**src/shared/io_regs_map.vh**
```
// register pointers, field positions, keys and reset values for the i/o register bank
`ifndef IO_REGS_MAP_VH
`define IO_REGS_MAP_VH

// register pointer codes on the word port
`define PTR_HIGH_IMPEDANCE   4'h0
`define PTR_KEYED_RESET      4'h1
`define PTR_CONV_OUT_WRITE   4'h2
`define PTR_CONV_OUT_READ    4'h3
`define PTR_INPUT_RESULT     4'h4
`define PTR_TEMPERATURE      4'h5

// field layout
`define DATA_MSB             11
`define CHAN_MSB             14
`define CHAN_LSB             12
`define TAG_BIT              15
`define RESET_FIELD_MSB      10

// values
`define RESET_KEY            11'h16C
`define READBACK_TAG         1'h1
`define RESULT_TAG           1'h0
`define TEMPERATURE_TAG      4'h8
`define WORD_ZERO            16'h0000
`define DATA_ZERO            12'h000
`define SELECT_ZERO          8'h00
`define KEY_ZERO             11'h000
`define CHAN_ZERO            3'h0

`endif

```
**src/io_config_and_readback_regs.v**
```verilog
// register bank for an eight-pin configurable analog/digital i/o device
// What this block does
// - selection bit one forces that pin to high impedance, whatever else is configured.
// - selection bit zero leaves pin function to the pin configuration registers.
// - one read/write selection bit per pin at its index, zero after reset.
// - writing key 101101100 into low eleven reset bits resets everything; upper bits read zero.
// - converter output write loads low twelve data bits into addressed channel register.
// - converter write word upper four bits read zero; data clears on reset.
// - converter readback word has top bit one and binary channel index below it.
// - converter readback low twelve bits return addressed channel input register value.
// - input result word: top bit zero, channel index, twelve-bit conversion value.
// - temperature word: tag 0x8 in upper four bits, twelve-bit value below.
`timescale 1ns/100ps
`default_nettype none
`include "io_regs_map.vh"

module io_config_and_readback_regs #(
  parameter PINS = 8
) (
  input  wire               mclk,
  input  wire               reset_n,
  input  wire               regWrEn,
  input  wire               regRdEn,
  input  wire [3:0]         regAddr,
  input  wire [2:0]         regChan,
  input  wire [15:0]        regWdata,
  input  wire [PINS-1:0]    pinOeCfg,
  input  wire               resultValid,
  input  wire [2:0]         resultChan,
  input  wire [11:0]        resultData,
  input  wire               tempValid,
  input  wire [11:0]        tempData,
  output reg  [15:0]        regRdata,
  output reg                regRdValid,
  output reg  [PINS-1:0]    pinHighZ,
  output reg  [PINS-1:0]    pinOe,
  output reg  [PINS*12-1:0] convOutCodes,
  output reg                softResetPulse
);

  reg  [PINS-1:0] highZSel_r;
  reg  [10:0]     resetField_r;
  reg  [11:0]     convWrite_r;
  reg  [11:0]     convInput_r [0:PINS-1];
  reg  [2:0]      resultChan_r;
  reg  [11:0]     resultData_r;
  reg  [11:0]     tempData_r;
  reg  [15:0]     rdata_nxt;
  wire            keyHit;
  wire            clearAll;
  integer         i;

  // power-on or keyed reset clears every writable register
  assign clearAll = ~reset_n | softResetPulse;
  assign keyHit   = regWrEn && (regAddr == `PTR_KEYED_RESET) &&
                    (regWdata[`RESET_FIELD_MSB:0] == `RESET_KEY);

  // keyed reset strobe, one cycle after the key write
  always @(posedge mclk) begin
    if (~reset_n) begin
      softResetPulse <= 1'b0;
    end else begin
      softResetPulse <= keyHit & ~softResetPulse;
    end
  end

  // writable registers
  always @(posedge mclk) begin
    if (clearAll) begin
      highZSel_r   <= {PINS{1'b0}};
      resetField_r <= `KEY_ZERO;
      convWrite_r  <= `DATA_ZERO;
      for (i = 0; i < PINS; i = i + 1) begin
        convInput_r[i] <= `DATA_ZERO;
      end
    end else if (regWrEn) begin
      case (regAddr)
        `PTR_HIGH_IMPEDANCE: begin
          highZSel_r <= regWdata[PINS-1:0];
        end
        `PTR_KEYED_RESET: begin
          resetField_r <= keyHit ? `KEY_ZERO : regWdata[`RESET_FIELD_MSB:0];
        end
        `PTR_CONV_OUT_WRITE: begin
          convWrite_r          <= regWdata[`DATA_MSB:0];
          convInput_r[regChan] <= regWdata[`DATA_MSB:0];
        end
        default: begin
          convWrite_r <= convWrite_r;
        end
      endcase
    end
  end

  // latest conversion results from the converter side
  always @(posedge mclk) begin
    if (clearAll) begin
      resultChan_r <= `CHAN_ZERO;
      resultData_r <= `DATA_ZERO;
      tempData_r   <= `DATA_ZERO;
    end else begin
      if (resultValid) begin
        resultChan_r <= resultChan;
        resultData_r <= resultData;
      end
      if (tempValid) begin
        tempData_r <= tempData;
      end
    end
  end

  // pin drive: selection bit overrides configured enable
  always @(posedge mclk) begin
    if (clearAll) begin
      pinHighZ <= {PINS{1'b0}};
      pinOe    <= {PINS{1'b0}};
    end else begin
      pinHighZ <= highZSel_r;
      pinOe    <= pinOeCfg & ~highZSel_r;
    end
  end

  // flattened channel input registers toward the converters
  always @(posedge mclk) begin
    if (clearAll) begin
      convOutCodes <= {PINS*(`DATA_MSB+1){1'b0}};
    end else begin
      for (i = 0; i < PINS; i = i + 1) begin
        convOutCodes[i*(`DATA_MSB+1) +: (`DATA_MSB+1)] <= convInput_r[i];
      end
    end
  end

  // readback word select
  always @* begin
    rdata_nxt = `WORD_ZERO;
    case (regAddr)
      `PTR_HIGH_IMPEDANCE: rdata_nxt[PINS-1:0] = highZSel_r;
      `PTR_KEYED_RESET:    rdata_nxt[`RESET_FIELD_MSB:0] = resetField_r;
      `PTR_CONV_OUT_WRITE: rdata_nxt[`DATA_MSB:0] = convWrite_r;
      `PTR_CONV_OUT_READ:  rdata_nxt = {`READBACK_TAG, regChan, convInput_r[regChan]};
      `PTR_INPUT_RESULT:   rdata_nxt = {`RESULT_TAG, resultChan_r, resultData_r};
      `PTR_TEMPERATURE:    rdata_nxt = {`TEMPERATURE_TAG, tempData_r};
      default:             rdata_nxt = `WORD_ZERO;
    endcase
  end

  // registered read answer, one cycle after the request
  always @(posedge mclk) begin
    if (clearAll) begin
      regRdata   <= `WORD_ZERO;
      regRdValid <= 1'b0;
    end else begin
      regRdValid <= regRdEn;
      if (regRdEn) begin
        regRdata <= rdata_nxt;
      end
    end
  end

endmodule // io_config_and_readback_regs

`default_nettype wire

```
**config.mk**
```make
export PLATFORM = sky130hd
export DESIGN_NAME = io_config_and_readback_regs
export DESIGN_NICKNAME = d
export VERILOG_FILES = /design/src/io_config_and_readback_regs.v
export VERILOG_INCLUDE_DIRS = /design/src /design/src/shared
export SDC_FILE = /design/constraint.sdc
export NUM_CORES = 1
export LEC_CHECK = 0
export BUFFER_PORTS_ARGS = -buffer_cell sky130_fd_sc_hd__buf_4
export CAP_MARGIN = 20
export CORE_ASPECT_RATIO = 1.1
export CORE_MARGIN = 10
export CORE_UTILIZATION = 46
export DETAILED_ROUTE_END_ITERATION = 10
export GPL_ROUTABILITY_DRIVEN = 0
export PLACE_DENSITY_LB_ADDON = 0.2
export SYNTH_ARGS = -nofsm -noshare
export SYNTH_HDL_FRONTEND = slang
export SYNTH_SLANG_ARGS = --single-unit
```
**constraint.sdc**
```tcl
create_clock -name mclk -period 2.06 [get_ports mclk]
set_input_delay 0.206 -clock mclk [delete_from_list [all_inputs] [get_ports mclk]]
set_output_delay 0.206 -clock mclk [all_outputs]
set_load 0.02 [all_outputs]
```
==> results.toml, run 1 <==
[outcome]
status = "finished clean"

[drt]
drtIter0Drc = 448
dr.pass1.iters = 5
vias = 7341
wirelength_um = 29000
drc = 0
detail_route.wl_per_cell_um = 20.1
vias_per_cell = 5.11
ant_nets = 0

[hold_path]
hold_class = "input pin to register"

[cts]
cts_buffer_depth = 3
clock_latency_ns = 0.55
clock-root-buffer = "clkbuf_16"
post-cts-setup-buffers = 0
clkTransAtPathRegs_ns = 0.07
htreeDepth = 1
cts_tree = "built"
cts_sinks = 284
cts_buffers = 29

[yosys]
synth_ff_type = "dfxtp_1"
syn_area_per_cell_um2 = 12.2
synth_area_um2 = 10800
synthesis.nets = 952
yosysSeqAreaShare_pct = 61.5
synth_edf_count = 96
ys.warnings.count = 0
ys_seq_elements = 284
synthCells = 888
async_flop_share_pct = 0
synth_cell_types = 55

[place]
portBuffers = 189
place_ws_ns = 0.184
hpwl_um = 20700
dpl_cell_area_um2 = 12600

[setup_path]
critPathSlowestCell = "dlygate4sd3_1"
end_kind = "register"
crit_type = "input pin to register"
startpoint_type = "input pin"
cp.arrival_ns = 2.26
crit_fanout = 12
path_cells = "dlygate4sd3_1 -> buf_4 -> or4b_1 -> or4_4 -> o31ai_4 -> nor2_1"
crit_buf_inv = 2
cpLargestDelayFamily = "simple AND/OR/NAND/NOR gates"
required_ns = 2.47
max_stage_delay_ns = 0.54

[timing]
drv_slew = 0
finalCritPeriodShare_pct = 89.8
fin_tns_setup_ns = 0
slew-limit-headroom_pct = 45.2
setup_ws_ns = 0.210
worst_pin_slew_ns = 0.822
final_hold_viol_count = 0
rsz0062_at_grt = "no"
fin_crit_ns = 1.85
clock.fmax_mhz = 541
setup_viol = 0
skew_ns = 0.0249

[die]
core_um2 = 23000
dieHeight_um = 181
start_util_pct = 47.0
die_w_um = 166
io_pins = 194
die_area_um2 = 30100
rows = 58

[cells_and_area]
nets = 1180
antenna_cells = 0
drive_above_1_share_pct = 27.1
layout.cell_area.non_filler_um2 = 14000
final_util_pct = 61.0
area_delta_synth_final_pct = 29.8

[global_route]
grt.overflow.total = 0
antenna_found_initial = 0
track_usage_pct = 18.6
grt_pass1_vias = 7413
grt_pass1_wl_um = 44900
grt_max_degree = 119

[run]
cap_violations = 0

[pwr]
power_density_nw_per_um2 = 909
total_power_w = 0.0128
leakage_nw = 5.77
peakVddDrop_mv = 0.703
worst paths after layout:
| path | slack [ns] | endpoint | cells after the start | from |
|---|---|---|---|---|
| worst min-delay path | 0.03 | convWrite_r[1] | 3 | regWdata[1] |
| worst min register to register | 0.45 | resetField_r[2] | 2 | resetField_r[2] |
| worst max-delay path | 0.21 | resetField_r[6] | 6 | regWdata[7] |
| worst max register to register | 0.37 | convInput_r[6][3] | 4 | softResetPulse |
cell type report:
class / instances / area [um^2]
Inverter: 2 / 7.51
Multi-Input combinational cell: 533 / 3840
Tap cell: 300 / 375
Sequential cell: 284 / 6650
Clock buffer: 42 / 868
Timing Repair Buffer: 266 / 2160
Clock inverter: 11 / 136
Fill cell: 1871 / 8960
cells in the mapped netlist (2+ instances only):
master / number / area (um^2)
nor3b_1: 10 / 75.1
a22o_1: 5 / 43.8
mux2i_1: 61 / 611
inv_1: 2 / 7.51
a221oi_1: 15 / 131
buf_4: 3 / 22.5
nand2_1: 44 / 165
clkbuf_8: 2 / 27.5
nor3_1: 8 / 40.0
clkbuf_1: 41 / 154
a221o_1: 2 / 20.0
nor4_2: 3 / 37.5
o22ai_1: 8 / 50.1
edfxtp_1: 96 / 2880
or3b_1: 3 / 26.3
nand3b_1: 3 / 22.5
a22oi_1: 7 / 52.6
a211oi_1: 3 / 22.5
clkbuf_2: 4 / 20.0
a31oi_1: 3 / 18.8
buf_1: 6 / 22.5
or3_1: 3 / 18.8
nor2_1: 57 / 214
nand2b_1: 9 / 56.3
buf_2: 11 / 55.1
nand3_1: 4 / 20.0
nor4_1: 2 / 12.5
and2_1: 199 / 1240
dfxtp_1: 188 / 3760
o21ai_0: 8 / 40.0
nor2b_1: 10 / 62.6
mux2_2: 3 / 33.8
mux4_2: 23 / 518
a21oi_1: 21 / 105
registers in the layout (all words and copies together), names as in the netlist, 3 cells and up:
| name | cells |
|---|---|
| resetField_r | 11 |
| resultChan_r | 3 |
| tempData_r | 12 |
| resultData_r | 12 |
| regRdata | 16 |
| highZSel_r | 8 |
| convWrite_r | 12 |
| convInput_r | 96 |
| convOutCodes | 96 |
| pinOe | 8 |
| pinHighZ | 8 |
routing by layer:
metal | GRT usage [%] | vias up | part of all wire (%)
li1 | - | 3532 | -
met1 | 24.1 | 3529 | 43
met2 | 30.5 | 234 | 48
met3 | 4.30 | 46 | 6.8
met4 | 5.46 | 0 | 2.2
met5 | 0 | - | 0
worst reg2reg max path, stage by stage (launching register included):
cell and delay [ns]:
dfxtp_1 0.34, nand2b_2 0.27, nor4_2 0.33, nand2b_1 0.25, buf_4 0.19
kinds of logic after synthesis:
logic type / share of synthesized area, %
AO/OA/AOI/OAI: 4.85
XOR/XNOR: 0.0810
buffers and inverters: 3.10
flip-flops: 61.5
multiplexers: 10.7
AND/OR/NAND/NOR: 19.8
stage by stage:
| step | hold slack [ns] | instances |
|---|---|---|
| after CTS | 0.00680 | 1438 |
| final | 0.0309 | 1438 |
| after global routing | 0.0233 | 1438 |
| after floorplan | 0.342 | 888 |
| after global placement | 0.436 | 1344 |
| after detailed placement | 0.443 | 1344 |
what timing repair did:
item | CTS | global route
hold buffers | 41 | 0
endpoints found under the hold margin | 41 | 0
resized for setup | 0 | 0
power by group:
group	leakage [nW]	internal (W)	switching [W]
logic	2.81	0.000525	0.000608
clock network	0.498	0.00330	0.00216
registers	2.46	0.00604	0.000126
total	5.77	0.00987	0.00289
layout by cell type, fill, tap and decap left out, types with 9 or more instances in the layout:
cell type and count:
buf_4 220, mux4_2 23, a21oi_1 21, dfxtp_1 188, nor2b_1 9, clkbuf_16 32, nor3b_1 10, nand2_1 44
nor2_1 57, edfxtp_1 96, mux2i_1 61, a221oi_1 15, dlygate4sd3_1 41, and2_1 199
Power figures use the tool's default switching activity.
==> run 2, diff against run 1 <==
--- a/config.mk
+++ b/config.mk
@@ -6,7 +6,7 @@
 export SDC_FILE = /design/constraint.sdc
 export NUM_CORES = 1
 export LEC_CHECK = 0
-export BUFFER_PORTS_ARGS = -buffer_cell sky130_fd_sc_hd__buf_4
+export BUFFER_PORTS_ARGS = -buffer_cell sky130_fd_sc_hd__buf_2
 export CAP_MARGIN = 20
 export CORE_ASPECT_RATIO = 1.1
 export CORE_MARGIN = 10
@@ -17,3 +17,4 @@
 export SYNTH_ARGS = -nofsm -noshare
 export SYNTH_HDL_FRONTEND = slang
 export SYNTH_SLANG_ARGS = --single-unit
+export TNS_END_PERCENT = 20
==> results.toml, run 2 (synthesis results as in run 1) <==
[outcome]
status = "finished clean"

[cells_and_area]
drive_above_1_share_pct = 27.5
mostFrequentLayoutCells = "and2_1 (199), buf_2 (189), dfxtp_1 (188)"
final_util_pct = 58.6
antenna_cells = 0
area_delta_synth_final_pct = 24.7
nets = 1184
fillers = 1924
final_common_cell = "and2_1"
top_regs = "convInput_r: 96 flops, convOutCodes: 96 flops, regRdata: 16 flops"

[setup_path]
startpoint_type = "register"
path_cells = "nand2b_2 -> nor4b_2 -> nand2b_1 -> buf_4"
critPathSlowestCell = "nor4b_2"
crit_type = "register to register"
end_kind = "register"
max_stage_delay_ns = 0.40
timing.reg2reg.setup_slack_ns = 0.40
cp.arrival_ns = 1.89
reg2reg_from = "softResetPulse"
crit_fanout = 7
required_ns = 2.29
reg2reg_depth = 4
r2r_end = "convInput_r[0][1]"

[pwr]
power_frac_comb_pct = 8.3
seq_power_share_pct = 50.0
total_power_w = 0.0123
peakVddDrop_mv = 0.494
p_clk_share_pct = 41.6
swShare_pct = 22.5
power_density_nw_per_um2 = 914
p_int_w = 0.00954
p_sw_w = 0.00278
leakage_nw = 5.66

[cts]
cts_buffers = 29
cts_tree = "built"
post-cts-setup-buffers = 0
clkTransAtPathRegs_ns = 0.06
htreeDepth = 1
clock-root-buffer = "clkbuf_16"
cts_buffer_depth = 3
cts_sinks = 284
clock_latency_ns = 0.53

[die]
dieHeight_um = 181
die_area_um2 = 30100
die_w_um = 166
core_um2 = 23000
start_util_pct = 47.0
io_pins = 194
rows = 58

[timing]
final_hold_viol_count = 0
worst_pin_slew_ns = 0.781
setup_viol = 0
fin_crit_ns = 1.66
rsz0062_at_grt = "no"
skew_ns = 0.0151
clock.fmax_mhz = 604
slew-limit-headroom_pct = 48.0
drv_slew = 0
finalCritPeriodShare_pct = 80.4

[place]
portBuffers = 189
hpwl_um = 20800

[drt]
wirelength_um = 28700
drc = 0
vias_per_cell = 5.11
vias = 7368
drtIter0Drc = 622
detail_route.wl_per_cell_um = 19.9
ant_nets = 0
dr.pass1.iters = 5

[run]
cap_violations = 0

[global_route]
grt.overflow.total = 0
grt_pass1_wl_um = 44400
antenna_found_initial = 1
track_usage_pct = 18.5
grt_pass1_vias = 7495
grt_max_degree = 119

[hold_path]
holdPathEnd = "convWrite_r[11]"
holdCritStartpoint = "regWdata[11]"
holdPathStages = 3
hold_class = "input pin to register"
[run 2: changes by cell type in the layout (fill, tap and decap cells not counted), sizes merged]
cell         before  now
buf             225  235
bufinv            3    1
clkbuf           42   49
clkinv            6    1
dlygate4sd3      41   35
inv               4    3
[run 2: repair_timing]
item	in CTS	in global routing
hold buffers	35	0
endpoints found under the hold margin	35	0
resized for setup	0	0
setup endpoints to repair	0	0
[run 2: area by class of cell]
type / count / area (um^2) / share of cell area, %
inverter: 2 / 7.51 / 0.0557
clock buffer: 49 / 902 / 6.69
clock inverter: 3 / 41.3 / 0.306
timing repair buffer: 270 / 1670 / 12.4
multi-input combinational: 533 / 3840 / 28.5
sequential: 284 / 6650 / 49.3
tap: 300 / 375 / 2.78
[run 2: worst max-delay path: cells and delay by family, from the launching register on]
kind	cells	cell delay, ns
buf+inv	1	0.17
simple gates	3	0.84
flops	1	0.34
[run 2: power by group through the flow]
stage	sequential, W	clock [W]	combinational (W)
detailed placement	0.00629	0	0.000982
finish	0.00616	0.00513	0.00103
global route	0.00619	0.00544	0.00111
CTS	0.00616	0.00522	0.00104
global placement	0.00628	0	0.000971
floorplan	0.00637	0	0.000455
[run 2: worst max-delay path by stage]
stage / startpoint / end / slack (ns) / cells after the start
2_1_floorplan: regChan[0] / convInput_r[3][0] / -0.16 / 5
3_3_place_gp: regChan[0] / convInput_r[3][6] / 0.17 / 6
3_5_place_dp: regChan[0] / convInput_r[3][0] / 0.14 / 6
4_1_cts: softResetPulse / convInput_r[3][0] / 0.40 / 5
5_1_grt: softResetPulse / convInput_r[3][6] / 0.28 / 5
6_report: softResetPulse / convInput_r[0][1] / 0.40 / 4
[run 2: routing by layer]
layer / wire length [um] / vias to the layer above / GRT usage (%)
met5: 9 / - / 0
met4: 609 / 2 / 5.04
met3: 2090 / 43 / 4.25
met2: 13700 / 268 / 30.4
met1: 12200 / 3522 / 23.9
li1: - / 3533 / -
[run 2: per-stage QoR]
step / hold WS [ns] / area [um^2] / std cells / TNS [ns] / setup slack (ns)
after global placement: 0.437 / 12200 / 1354 / 0 / 0.167
after global routing: 0.0387 / 13500 / 1441 / 0 / 0.284
final: 0.0301 / 13500 / 1441 / 0 / 0.403
after CTS: 0.00150 / 13500 / 1441 / 0 / 0.400
after detailed placement: 0.446 / 12200 / 1354 / 0 / 0.142
after floorplan: 0.342 / 10800 / 888 / -5.73 / -0.159
==> run 3, diff against run 2 <==
==> constraint.sdc (replaced) <==
create_clock -name mclk -period 1.4 [get_ports mclk]
set_input_delay 0.14 -clock mclk [delete_from_list [all_inputs] [get_ports mclk]]
set_output_delay 0.14 -clock mclk [all_outputs]
set_load 0.02 [all_outputs]
==> results.toml, run 3 (synthesis results as in run 1) <==
[cts]
htreeDepth = 1
cts_buffer_depth = 3
clock-root-buffer = "clkbuf_16"
cts_sinks = 284
cts_tree = "built"
cts_buffers = 28
clkTransAtPathRegs_ns = 0.07
clock_latency_ns = 0.54

[setup_path]
timing.reg2reg.setup_slack_ns = -0.12
path_cells = "nor2b_4 -> nand4_1 -> buf_6 -> o21ai_4 -> buf_4"
end_kind = "register"
max_stage_delay_ns = 0.34
crit_cells = 5
reg2reg_depth = 5
critPathSlowestCell = "dfxtp_2"
cpLargestDelayFamily = "buffers and inverters"
reg2reg_from = "softResetPulse"
crit_buf_inv = 2
required_ns = 1.65
crit_fanout = 7
r2r_end = "convInput_r[5][4]"
cp.arrival_ns = 1.77
crit_type = "register to register"
startpoint_type = "register"

[die]
dieHeight_um = 181
die_w_um = 166
die_area_um2 = 30100
rows = 58
io_pins = 194
start_util_pct = 47.0
core_um2 = 23000

[timing]
finalCritPeriodShare_pct = 109
drv_slew = 0
skew_ns = 0.0121
setup_viol = 99
worst_pin_slew_ns = 0.609
slew-limit-headroom_pct = 59.3
setup_ws_ns = -0.123
clock.fmax_mhz = 657
final_hold_viol_count = 0
fin_tns_setup_ns = -6.90
rsz0062_at_grt = "yes"
fin_crit_ns = 1.52

[place]
hpwl_um = 21900
dpl_cell_area_um2 = 12900
place_inst = 1426
place_ws_ns = -0.370
portBuffers = 189

[hold_path]
holdPathEnd = "softResetPulse"
hold_class = "input pin to register"
holdPathStages = 4
holdCritStartpoint = "regWdata[1]"

[drt]
ant_nets = 0
vias_per_cell = 5.07
detail_route.wl_per_cell_um = 19.6
vias = 7731
dr.pass1.iters = 5
wirelength_um = 29900
drc = 0
drtIter0Drc = 510

[global_route]
antenna_found_initial = 2
track_usage_pct = 19.0
grt.overflow.total = 0
grt_pass1_wl_um = 45600
grt_max_degree = 49
grt_pass1_vias = 7874

[cells_and_area]
stdcell_count = 1526
top_regs = "convInput_r: 96 flops, convOutCodes: 96 flops, regRdata: 16 flops"
nets = 1267
area_delta_synth_final_pct = 34.0
layout.cell_area.non_filler_um2 = 14500
final_common_cell = "and2_1"
mostFrequentLayoutCells = "and2_1 (198), buf_2 (189), dfxtp_1 (187)"
final_util_pct = 63.0
drive_above_1_share_pct = 34.7

[outcome]
status = "finished with violations"
violations = "setup timing"

[pwr]
power_density_nw_per_um2 = 1290
leakage_nw = 6.17
peakVddDrop_mv = 0.959

[run]
cap_violations = 0
-- run 3: changes by cell type in the layout (fill, tap and decap cells not counted), sizes merged, moves of 2 or more --
cell         delta
buf            +79
clkbuf         -11
clkinv          +8
dlygate4sd3     +3
bufinv          +2
nor2            +2
-- run 3: routing by layer --
metal  global-route usage [%]  share of wire [%]  vias to the layer above
met5                        0              0.044                        -
met4                     5.92                2.8                        2
met3                     4.91                7.6                       47
met2                     31.8                 48                      274
met1                     23.4                 42                     3696
li1                         -                  -                     3712
-- run 3: timing repair --
action | in CTS | in global routing
gates cloned | 0 | 3
gates resized for setup | 19 | 27
endpoints found under the hold margin | 37 | 0
hold buffers | 38 | 0
setup endpoints to repair | 190 | 233
setup buffers | 3 | 3
pin swaps | 4 | 12
-- run 3: power breakdown --
part / internal, W / switching (W) / leakage, nW
registers: 0.00888 / 0.000179 / 2.46
logic: 0.000802 / 0.000964 / 3.22
clock network: 0.00477 / 0.00312 / 0.492
total: 0.0145 / 0.00426 / 6.17
-- run 3: worst max-delay path by stage --
stage	start	end	slack [ns]
global placement	regAddr[3]	resetField_r[10]	-0.36
detailed placement	regAddr[3]	resetField_r[10]	-0.37
finish	softResetPulse	convInput_r[5][4]	-0.12
CTS	softResetPulse	convInput_r[7][8]	-0.1
floorplan	regAddr[2]	convInput_r[0][0]	-0.1
global route	softResetPulse	convInput_r[7][0]	-0.19
-- run 3: layout make-up --
cell class / instances / area (um^2)
Fill cell: 1817 / 8510
Sequential cell: 284 / 6650
Multi-Input combinational cell: 535 / 4080
Timing Repair Buffer: 352 / 2390
Clock buffer: 38 / 843
Tap cell: 300 / 375
Clock inverter: 14 / 148
Inverter: 2 / 7.51
Antenna cell: 1 / 2.50
-- run 3: metrics by stage --
| stage | total power [W] | hold WS [ns] |
|---|---|---|
| floorplan | 0.0101 | 0.276 |
| global placement | 0.0109 | 0.371 |
| detailed placement | 0.0109 | 0.382 |
| CTS | 0.0188 | -0.0170 |
| global route | 0.0193 | 0.0215 |
| finish | 0.0187 | 0.00105 |
-- run 3: worst reg2reg max path: stages (launching register included) --
cell and delay (ns):
dfxtp_2 0.34, nor2b_4 0.12, nand4_1 0.23, buf_6 0.23
o21ai_4 0.13, buf_4 0.18
